[src/p1gp_map.vh]
/*
  Address map, reset values and mux codes for the port 1 GPIO block.
  Assumes a 32-bit AXI4-Lite slave with one aligned word per register.
*/
`ifndef P1GP_MAP_VH
`define P1GP_MAP_VH

// Width of the byte address seen by the slave.
`define P1GP_ADDR_W 4
// Byte offsets of the three port registers.
`define P1GP_OFS_DIR 4'h0
`define P1GP_OFS_DATA 4'h4
`define P1GP_OFS_STATE 4'h8
// Word index of each register, taken from byte address bits 3:2.
`define P1GP_IDX_DIR 2'h0
`define P1GP_IDX_DATA 2'h1
`define P1GP_IDX_STATE 2'h2
`define P1GP_IDX_SPARE 2'h3
// Reset values of the writable registers.
`define P1GP_DIR_RST 8'h00
`define P1GP_DATA_RST 8'h00
// Value returned when the write-only direction register is read.
`define P1GP_DIR_READ 8'h00
// Output enables are active low, so all ones means every pin floats.
`define P1GP_OE_N_RST 8'hff
// Upper bits of the read word that carry no data.
`define P1GP_PAD_ZERO 24'h000000
// AXI response codes.
`define P1GP_RESP_OKAY 2'h0
`define P1GP_RESP_SLVERR 2'h2
// Prescaler select codes that route a pin to an external timer clock.
`define P1GP_PSC_CLKD 3'h7
`define P1GP_PSC_CLKC_LO 3'h6
`define P1GP_PSC_CLKC_HI 3'h5
// Upper two I/O control bits that mark capture input on channel 1 B.
`define P1GP_IOC_CAPTURE 2'h2
// Bit positions of the multiplexed pins.
`define P1GP_BIT_CLKD 7
`define P1GP_BIT_CAPA 6
`define P1GP_BIT_CLKC 5

`endif

[src/p1gp_pin_sync.v]
/*
  Three-stage synchroniser with agreement filter for a group of pins.
  Assumes the inputs are asynchronous to aclk and the reset is synchronous.
*/
`timescale 1ns/1ps

module p1gp_pin_sync #(
  parameter WIDTH = 8
) (
  // Clock and reset.
  input  wire             aclk,
  input  wire             aresetn,
  // Raw pin levels and their filtered image.
  input  wire [WIDTH-1:0] raw_in,
  output wire [WIDTH-1:0] level
);

  reg [WIDTH-1:0] s1_q;   // First stage, read only by the second.
  reg [WIDTH-1:0] s2_q;   // Second stage.
  reg [WIDTH-1:0] s3_q;   // Third stage.
  reg [WIDTH-1:0] lvl_q;  // Accepted level.

  // Shift the pins in, and accept a bit once stages two and three agree.
  always @(posedge aclk) begin
    if (!aresetn) begin
      s1_q  <= {WIDTH{1'b0}};
      s2_q  <= {WIDTH{1'b0}};
      s3_q  <= {WIDTH{1'b0}};
      lvl_q <= {WIDTH{1'b0}};
    end else begin
      s1_q  <= raw_in;
      s2_q  <= s1_q;
      s3_q  <= s2_q;
      lvl_q <= (s2_q & s3_q) | (lvl_q & (s2_q | s3_q));
    end
  end

  assign level = lvl_q;

endmodule

[src/p1gp_port.v]
/*
  Port 1 general purpose I/O with pulse timer pin multiplexing on bits 7..5.
  Registers are reached over AXI4-Lite; the pins face the board and the
  timer unit supplies its modes, I/O control and prescaler selects.
  Assumes one clock (aclk) and a synchronous active-low reset.
*/
`timescale 1ns/1ps
`include "p1gp_map.vh"

// Summary of operation
// - Eight pins, each with direction, data, state bits.
// - Direction one drives output, zero makes input.
// - Direction register is write-only; reads return 00.
// - Data register is read/write output value.
// - State read: data where output, pin where input.
// - State register ignores writes completely.
// - Timer output enable overrides the direction bit.
// - Bit 7 muxed by channel 2, prescalers, direction.
// - Bit 7 feeds channel 2 capture B.
// - Bit 7 feeds external clock D.
// - Bit 6 feeds channel 2 capture A.
// - Bit 5 feeds channel 1 capture B on 10xx.
// - Bit 5 feeds external clock C.
module p1gp_port (
  // Clock and reset.
  input  wire        aclk,
  input  wire        aresetn,
  // AXI4-Lite write address channel.
  input  wire [3:0]  s_axi_awaddr,
  input  wire        s_axi_awvalid,
  output wire        s_axi_awready,
  // AXI4-Lite write data channel.
  input  wire [31:0] s_axi_wdata,
  input  wire [3:0]  s_axi_wstrb,
  input  wire        s_axi_wvalid,
  output wire        s_axi_wready,
  // AXI4-Lite write response channel.
  output wire [1:0]  s_axi_bresp,
  output wire        s_axi_bvalid,
  input  wire        s_axi_bready,
  // AXI4-Lite read address channel.
  input  wire [3:0]  s_axi_araddr,
  input  wire        s_axi_arvalid,
  output wire        s_axi_arready,
  // AXI4-Lite read data channel.
  output wire [31:0] s_axi_rdata,
  output wire [1:0]  s_axi_rresp,
  output wire        s_axi_rvalid,
  input  wire        s_axi_rready,
  // Board pins, split into input, output and active-low output enable.
  input  wire [7:0]  pin_in,
  output wire [7:0]  pin_out,
  output wire [7:0]  pin_oe_n,
  // Timer output drive for bits 7..5 (capture B2, capture A2, capture B1).
  input  wire [2:0]  tmr_pin_oe,
  input  wire [2:0]  tmr_pin_out,
  // Timer channel operating modes.
  input  wire        tmr1_mode_normal,
  input  wire        tmr1_mode_phase,
  input  wire        tmr2_mode_normal,
  input  wire        tmr2_mode_phase,
  input  wire        tmr4_mode_phase,
  // Timer I/O control bits.
  input  wire        io_ctrl_b_bit3,
  input  wire        io_ctrl_a_bit3,
  input  wire [3:0]  timer1_io_control_b,
  // Prescaler select fields of timer channels 0, 2, 4 and 5.
  input  wire [2:0]  prescaler_select0,
  input  wire [2:0]  prescaler_select2,
  input  wire [2:0]  prescaler_select4,
  input  wire [2:0]  prescaler_select5,
  // Pin-derived inputs for the timer and interrupt controller.
  output wire        timer2_capture_b,
  output wire        timer2_capture_a,
  output wire        timer1_capture_b,
  output wire        ext_timer_clock_d,
  output wire        ext_timer_clock_c,
  output wire        ext_interrupt_1
);

  // Register state.
  reg  [7:0]  port_direction_q;    // Direction bits, one means output.
  reg  [7:0]  port_output_data_q;  // Output data bits.

  // Write channel holding state.
  reg         aw_full_q;           // Write address taken, not yet used.
  reg  [3:0]  aw_addr_q;           // Held write address.
  reg         w_full_q;            // Write data taken, not yet used.
  reg  [31:0] w_data_q;            // Held write data.
  reg  [3:0]  w_strb_q;            // Held write strobes.
  reg         bvalid_q;            // Write response pending.
  reg  [1:0]  bresp_q;             // Write response code.

  // Read channel state.
  reg         rvalid_q;            // Read data pending.
  reg  [31:0] rdata_q;             // Read data word.
  reg  [1:0]  rresp_q;             // Read response code.

  // Registered pin drive and timer-side inputs.
  reg  [7:0]  pin_out_q;           // Level driven onto each pin.
  reg  [7:0]  pin_oe_n_q;          // Active-low drive enable.
  reg  [5:0]  tmr_in_q;            // Gated pin levels toward the timer.

  // Combinational helpers.
  wire [7:0]  pin_level;           // Synchronised pin levels.
  wire [7:0]  tmr_drive;           // Pins currently driven by the timer.
  wire [7:0]  tmr_value;           // Timer output level per pin.
  wire [7:0]  pin_state;           // Value seen through the state register.
  wire        do_write;            // Both write halves are held.
  wire        cap2b_sel;           // Bit 7 routed to capture B2.
  wire        clkd_sel;            // Bit 7 routed to clock D.
  wire        cap2a_sel;           // Bit 6 routed to capture A2.
  wire        cap1b_sel;           // Bit 5 routed to capture B1.
  wire        clkc_sel;            // Bit 5 routed to clock C.
  reg  [31:0] rd_word;             // Decoded read word.
  reg  [1:0]  rd_resp;             // Decoded read response.

  // Bring the board pins into the clock domain.
  p1gp_pin_sync #(
    .WIDTH (8)
  ) u_sync (
    .aclk    (aclk),
    .aresetn (aresetn),
    .raw_in  (pin_in),
    .level   (pin_level)
  );

  // The timer reaches only the upper three pins; the rest are plain GPIO.
  assign tmr_drive = {tmr_pin_oe, 5'h00};
  assign tmr_value = {tmr_pin_out, 5'h00};

  // Output pins read back their data bit, input pins their level.
  assign pin_state = (port_direction_q & port_output_data_q) |
                     (~port_direction_q & pin_level);

  // Function selects for the multiplexed upper pins.
  assign cap2b_sel = (tmr2_mode_normal | tmr2_mode_phase) & io_ctrl_b_bit3;
  assign cap2a_sel = (tmr2_mode_normal | tmr2_mode_phase) & io_ctrl_a_bit3;
  assign cap1b_sel = (tmr1_mode_normal | tmr1_mode_phase) &
                     (timer1_io_control_b[3:2] == `P1GP_IOC_CAPTURE);
  assign clkd_sel  = (prescaler_select0 == `P1GP_PSC_CLKD) |
                     (prescaler_select5 == `P1GP_PSC_CLKD) |
                     tmr2_mode_phase | tmr4_mode_phase;
  assign clkc_sel  = (prescaler_select0 == `P1GP_PSC_CLKC_LO) |
                     (prescaler_select2 == `P1GP_PSC_CLKC_LO) |
                     (prescaler_select4 == `P1GP_PSC_CLKC_HI) |
                     (prescaler_select5 == `P1GP_PSC_CLKC_HI) |
                     tmr2_mode_phase | tmr4_mode_phase;

  // A write is carried out once address and data are both held.
  assign do_write = aw_full_q & w_full_q & ~bvalid_q;

  // Channel handshakes: each half is taken while its holding slot is free; write halves also wait out a pending response.
  assign s_axi_awready = ~aw_full_q & ~bvalid_q;
  assign s_axi_wready  = ~w_full_q & ~bvalid_q;
  assign s_axi_arready = ~rvalid_q;
  assign s_axi_bvalid  = bvalid_q;
  assign s_axi_bresp   = bresp_q;
  assign s_axi_rvalid  = rvalid_q;
  assign s_axi_rdata   = rdata_q;
  assign s_axi_rresp   = rresp_q;

  // Pin-facing outputs come straight from flip-flops.
  assign pin_out  = pin_out_q;
  assign pin_oe_n = pin_oe_n_q;
  assign timer2_capture_b  = tmr_in_q[0];
  assign ext_timer_clock_d = tmr_in_q[1];
  assign timer2_capture_a  = tmr_in_q[2];
  assign ext_interrupt_1   = tmr_in_q[3];
  assign timer1_capture_b  = tmr_in_q[4];
  assign ext_timer_clock_c = tmr_in_q[5];

  // Hold the write address until the matching data has also arrived.
  always @(posedge aclk) begin
    if (!aresetn) begin
      aw_full_q <= 1'b0;
      aw_addr_q <= 4'h0;
    end else if (s_axi_awvalid && s_axi_awready) begin
      // Address taken; keep it for the coming write.
      aw_full_q <= 1'b1;
      aw_addr_q <= s_axi_awaddr;
    end else if (do_write) begin
      // Address consumed by the register write.
      aw_full_q <= 1'b0;
    end
  end

  // Hold the write data and strobes until the address has also arrived.
  always @(posedge aclk) begin
    if (!aresetn) begin
      w_full_q <= 1'b0;
      w_data_q <= 32'h00000000;
      w_strb_q <= 4'h0;
    end else if (s_axi_wvalid && s_axi_wready) begin
      // Data taken; keep it for the coming write.
      w_full_q <= 1'b1;
      w_data_q <= s_axi_wdata;
      w_strb_q <= s_axi_wstrb;
    end else if (do_write) begin
      // Data consumed by the register write.
      w_full_q <= 1'b0;
    end
  end

  // Register writes; only byte lane 0 carries data, so only strobe 0 counts.
  always @(posedge aclk) begin
    if (!aresetn) begin
      port_direction_q   <= `P1GP_DIR_RST;
      port_output_data_q <= `P1GP_DATA_RST;
    end else if (do_write && w_strb_q[0]) begin
      case (aw_addr_q[3:2])
        // Direction register, one bit per pin.
        `P1GP_IDX_DIR: begin
          port_direction_q <= w_data_q[7:0];
        end
        // Output data register.
        `P1GP_IDX_DATA: begin
          port_output_data_q <= w_data_q[7:0];
        end
        // The state register and unmapped words keep nothing.
        default: begin
          port_direction_q <= port_direction_q;
        end
      endcase
    end
  end

  // Write response: raised after the write, held until the master takes it.
  always @(posedge aclk) begin
    if (!aresetn) begin
      bvalid_q <= 1'b0;
      bresp_q  <= `P1GP_RESP_OKAY;
    end else if (do_write) begin
      bvalid_q <= 1'b1;
      // The state register accepts a write silently; the spare word refuses.
      if (aw_addr_q[3:2] == `P1GP_IDX_SPARE) begin
        bresp_q <= `P1GP_RESP_SLVERR;
      end else begin
        bresp_q <= `P1GP_RESP_OKAY;
      end
    end else if (s_axi_bready) begin
      // Response delivered.
      bvalid_q <= 1'b0;
    end
  end

  // Read decode; the direction register never shows its stored bits.
  always @* begin
    rd_word = 32'h00000000;
    rd_resp = `P1GP_RESP_OKAY;
    case (s_axi_araddr[3:2])
      // Direction register reads a fixed filler value.
      `P1GP_IDX_DIR: begin
        rd_word = {`P1GP_PAD_ZERO, `P1GP_DIR_READ};
      end
      // Output data register reads back as stored.
      `P1GP_IDX_DATA: begin
        rd_word = {`P1GP_PAD_ZERO, port_output_data_q};
      end
      // Pin state register.
      `P1GP_IDX_STATE: begin
        rd_word = {`P1GP_PAD_ZERO, pin_state};
      end
      // Unmapped word.
      default: begin
        rd_resp = `P1GP_RESP_SLVERR;
      end
    endcase
  end

  // Read response: data captured when the address is taken.
  always @(posedge aclk) begin
    if (!aresetn) begin
      rvalid_q <= 1'b0;
      rdata_q  <= 32'h00000000;
      rresp_q  <= `P1GP_RESP_OKAY;
    end else if (s_axi_arvalid && s_axi_arready) begin
      rvalid_q <= 1'b1;
      rdata_q  <= rd_word;
      rresp_q  <= rd_resp;
    end else if (s_axi_rready) begin
      // Data delivered.
      rvalid_q <= 1'b0;
    end
  end

  // Pin drive: a timer output wins, otherwise the direction bit decides.
  always @(posedge aclk) begin
    if (!aresetn) begin
      pin_out_q  <= `P1GP_DATA_RST;
      pin_oe_n_q <= `P1GP_OE_N_RST;
    end else begin
      pin_out_q  <= (tmr_drive & tmr_value) |
                    (~tmr_drive & port_output_data_q);
      pin_oe_n_q <= ~(tmr_drive | port_direction_q);
    end
  end

  // Timer-side inputs follow the pin while selected, unless the timer drives that pin.
  // The interrupt line has no select; software keeps other outputs off it.
  always @(posedge aclk) begin
    if (!aresetn) begin
      tmr_in_q <= 6'h00;
    end else begin
      tmr_in_q[0] <= cap2b_sel & ~tmr_drive[`P1GP_BIT_CLKD] &
                     pin_level[`P1GP_BIT_CLKD];
      tmr_in_q[1] <= clkd_sel & ~tmr_drive[`P1GP_BIT_CLKD] &
                     pin_level[`P1GP_BIT_CLKD];
      tmr_in_q[2] <= cap2a_sel & ~tmr_drive[`P1GP_BIT_CAPA] &
                     pin_level[`P1GP_BIT_CAPA];
      tmr_in_q[3] <= ~tmr_drive[`P1GP_BIT_CAPA] &
                     pin_level[`P1GP_BIT_CAPA];
      tmr_in_q[4] <= cap1b_sel & ~tmr_drive[`P1GP_BIT_CLKC] &
                     pin_level[`P1GP_BIT_CLKC];
      tmr_in_q[5] <= clkc_sel & ~tmr_drive[`P1GP_BIT_CLKC] &
                     pin_level[`P1GP_BIT_CLKC];
    end
  end

endmodule

[config.mk]
export PLATFORM = sky130hd
export DESIGN_NAME = p1gp_port
export DESIGN_NICKNAME = d
export VERILOG_FILES = /design/src/p1gp_pin_sync.v /design/src/p1gp_port.v
export VERILOG_INCLUDE_DIRS = /design/src
export SDC_FILE = /design/constraint.sdc
export NUM_CORES = 1
export LEC_CHECK = 0
export ABC_AREA = 1
export ABC_CLOCK_PERIOD_IN_PS = 2600
export BUFFER_PORTS_ARGS = -buffer_cell sky130_fd_sc_hd__buf_2
export CORE_ASPECT_RATIO = 1.4
export CORE_MARGIN = 2
export CORE_UTILIZATION = 33
export CTS_BUF_LIST = sky130_fd_sc_hd__clkbuf_8 sky130_fd_sc_hd__clkbuf_16
export DETAILED_ROUTE_END_ITERATION = 8
export SYNTH_ARGS = -nofsm -noshare
export SYNTH_HDL_FRONTEND = slang
export SYNTH_SLANG_ARGS = --single-unit
[constraint.sdc]
create_clock -name aclk -period 2.6 [get_ports aclk]
set_input_delay 0.13 -clock aclk [delete_from_list [all_inputs] [get_ports aclk]]
set_output_delay 0.13 -clock aclk [all_outputs]
set_load 0.02 [all_outputs]
==> impl_metrics.json <==
{
  "tightest_slew_ns": 0.583,
  "leakagePower_nw": 2.28,
  "grt_antenna_before_repair": 0,
  "die_w_um": 93.1,
  "grt_use_total": 0.133,
  "maxClockFrequency_mhz": 685,
  "clkSlewWorstSetupHoldPaths_ns": 0.06,
  "slew-limit-headroom": 0.612,
  "cts.hold.buffers_added": 10,
  "critical_path.reg2reg.endpoint": "port_direction_q[6]",
  "design_area_sq_um": 4540,
  "worst-endpoint-required_ns": 2.88,
  "netlist_instances": 465,
  "floorplan.initialDensity": 0.339,
  "final-hold-violation-count": 0,
  "hp-start": "tmr_pin_oe[2]",
  "ctsLongestPathBuffers": 2,
  "gp_congestion": 0.745,
  "final.setup.worst_slack_ns": 1.14,
  "via_per_inst": 4.34,
  "timing.critical_path.from_type": "flip-flop",
  "floorplan.rows": 45,
  "postSynthRegisterBits": 95,
  "synth_enable_flop_cells": 0,
  "num_vias": 3059,
  "h-tree-depth": 3,
  "floorplan.die.height_um": 129,
  "max_cap_viol_count": 0,
  "hold_path_end": "pin_oe_n[7]",
  "cts_post_setup_buffers_inserted": 0,
  "drive_gt1_frac": 0.207,
  "clock-root-buffer": "clkbuf_16",
  "outcome": "completed",
  "average_routed_wire_per_standard_cell_um": 11.0,
  "synth.yosys.warnings": 0,
  "rsz0062_at_grt": "false",
  "first_global_vias": 2748,
  "grt_pass1_wl_um": 12400,
  "detail_route.drc_violations": 0,
  "detail_route.iter0.violations": 133,
  "path_max_fanout": 17,
  "postRouteWirelength_um": 7780,
  "tritoncts": "yes",
  "detailedRoute.firstPassIterationCount": 4,
  "detailedPlacementHpwl_um": 5580,
  "fill_cells": 1146,
  "timing.clock.skew_ns": 0.00515,
  "drv_slew": 0,
  "clock_insertion_delay_worst_skew_ns": 0.34,
  "multi_input_comb_area_sq_um": 1370,
  "num_antenna_cells": 0,
  "grt.overflow.total": 0,
  "timing.critical_path.max_delay_family": "flip-flops",
  "io_pins": 151,
  "crit_chain": "inv_2 -> nor3_4 -> nor2_1 -> nor2_1",
  "post_synth.cell_area_avg_sq_um": 7.88,
  "core_region_area_sq_um": 10800,
  "r2r_cell_count": 4,
  "die_area_sq_um": 12000,
  "critical_path.most_common_cell": "nor2_1",
  "final_sum_of_negative_setup_slack_ns": 0,
  "hold_depth": 2,
  "ys.flop_type": "dfxtp_1",
  "startpoint": "w_strb_q[0]",
  "cts_inserted_buffers": 9,
  "yosysUniqueCellTypes": 28,
  "worst-path-buf-inv": 1,
  "post-layout-total-power_mw": 3.17,
  "worstSetupPathType": "reg2reg",
  "finalSetupViolCount": 0,
  "critPathArrivalTime_ns": 1.74,
  "placement.setup.worst_slack_ns": 1.18,
  "count_of_input_and_output_buffers": 91,
  "period_needed_ns": 1.46,
  "seq_area_sq_um": 1900,
  "max_stage_delay_ns": 0.68,
  "worst_r2r_startpoint": "w_strb_q[0]",
  "ir_worst_vdd_mv": 0.320,
  "powerDensity_nw_per_um2": 700,
  "synthArstFlopShare": 0,
  "crit_slowest_cell": "dfxtp_1",
  "clock_sink_count": 95,
  "synth-seq-area-share": 0.519,
  "hold_class": "in2reg",
  "post_dp_cell_area_sq_um": 4120,
  "finish.net_count": 651,
  "final.period_utilization": 0.562,
  "cts_resized": 0,
  "worst_r2r_setup_slack_ns": 1.14,
  "antenna_violating_nets_post_route": 0,
  "synth_area_sq_um": 3660,
  "setup.worst_path.end_class": "flip-flop",
  "grt_start_max_net_pins": 56,
  "syn2layout_area_growth_pct": 23.8
}
[final cells by class]
class | count | share of cell area
Multi-Input combinational cell | 299 | 0.302
Tap cell | 141 | 0.0389
Clock buffer | 10 | 0.0527
Inverter | 53 | 0.0439
Timing Repair Buffer | 102 | 0.127
Clock inverter | 5 | 0.0163
Sequential cell | 95 | 0.419
[how the worst max path moves through the flow]
stage | end | cells after the start
global route | s_axi_rdata[7] | 5
detailed placement | port_direction_q[4] | 4
CTS | port_direction_q[4] | 4
finish | port_direction_q[6] | 4
global placement | port_direction_q[2] | 4
floorplan | w_full_q | 4
[logic make-up (layout without fill, tap and decap cells)]
logic type,count (synthesis),after routing,share of synthesized area
flops,95,95,0.519
buf+inv,96,170,0.133
fa+ha+maj,4,4,0.0130
simple gates,210,210,0.252
other cells,1,26,0.00102
compound gates,59,59,0.0819
[flip-flops by register name (all words and copies together) (netlist names), 2 cells and up]
register	flops
u_sync.level	8
pin_out	8
pin_oe_n	8
w_data_q	8
u_sync.s2_q	8
port_output_data_q	8
aw_addr_q	2
u_sync.s3_q	8
s_axi_rdata	8
u_sync.s1_q	8
tmr_in_q	6
port_direction_q	8
[cells in the final DEF (no fill, tap or decap), types with 2 or more instances in the layout]
master / instances
nand2_1: 110
dfxtp_1: 95
buf_2: 91
nor2_1: 58
inv_1: 51
a21oi_1: 31
o21ai_0: 26
conb_1: 26
nand4_1: 16
nand3b_1: 10
dlygate4sd3_1: 10
clkbuf_16: 9
nand3_1: 8
inv_2: 3
ha_1: 3
nor3_4: 2
bufinv_16: 2
clkinv_2: 2
[stage by stage]
| stage | std cells | hold WS [ns] | utilization |
|---|---|---|---|
| after floorplan | 490 | 0.208 | - |
| after detailed placement | 680 | 0.304 | 0.381 |
| after global placement | 680 | 0.296 | 0.381 |
| final | 705 | 0.00656 | 0.420 |
| after CTS | 705 | 0.00233 | 0.420 |
| after global routing | 705 | 0.0177 | 0.420 |
[cell usage after synthesis, types with 2 or more instances]
library cell / instances / area share
nand4_1: 16 / 0.027
inv_1: 50 / 0.051
dfxtp_1: 95 / 0.52
a21oi_1: 31 / 0.042
buf_2: 7 / 0.0096
nand3b_1: 10 / 0.020
nor3_4: 2 / 0.0089
nand3_1: 8 / 0.011
ha_1: 3 / 0.010
buf_6: 2 / 0.0061
o21ai_0: 26 / 0.036
nor2_1: 58 / 0.059
inv_2: 3 / 0.0031
buf_4: 27 / 0.055
nand2_1: 110 / 0.11
clkbuf_1: 5 / 0.0051
[routing by layer]
layer	vias up	track usage	routed length, um
met5	-	0	0
met4	0	0.0727	175
met3	12	0.0328	362
met2	73	0.234	3970
met1	1379	0.145	3280
li1	1595	-	-
[power breakdown]
group	total (mW)	internal, mW	switching, mW
Combinational	0.270	0.0900	0.180
Clock	1.38	0.856	0.520
Sequential	1.53	1.50	0.0281
(Power assumes the default switching activity.)
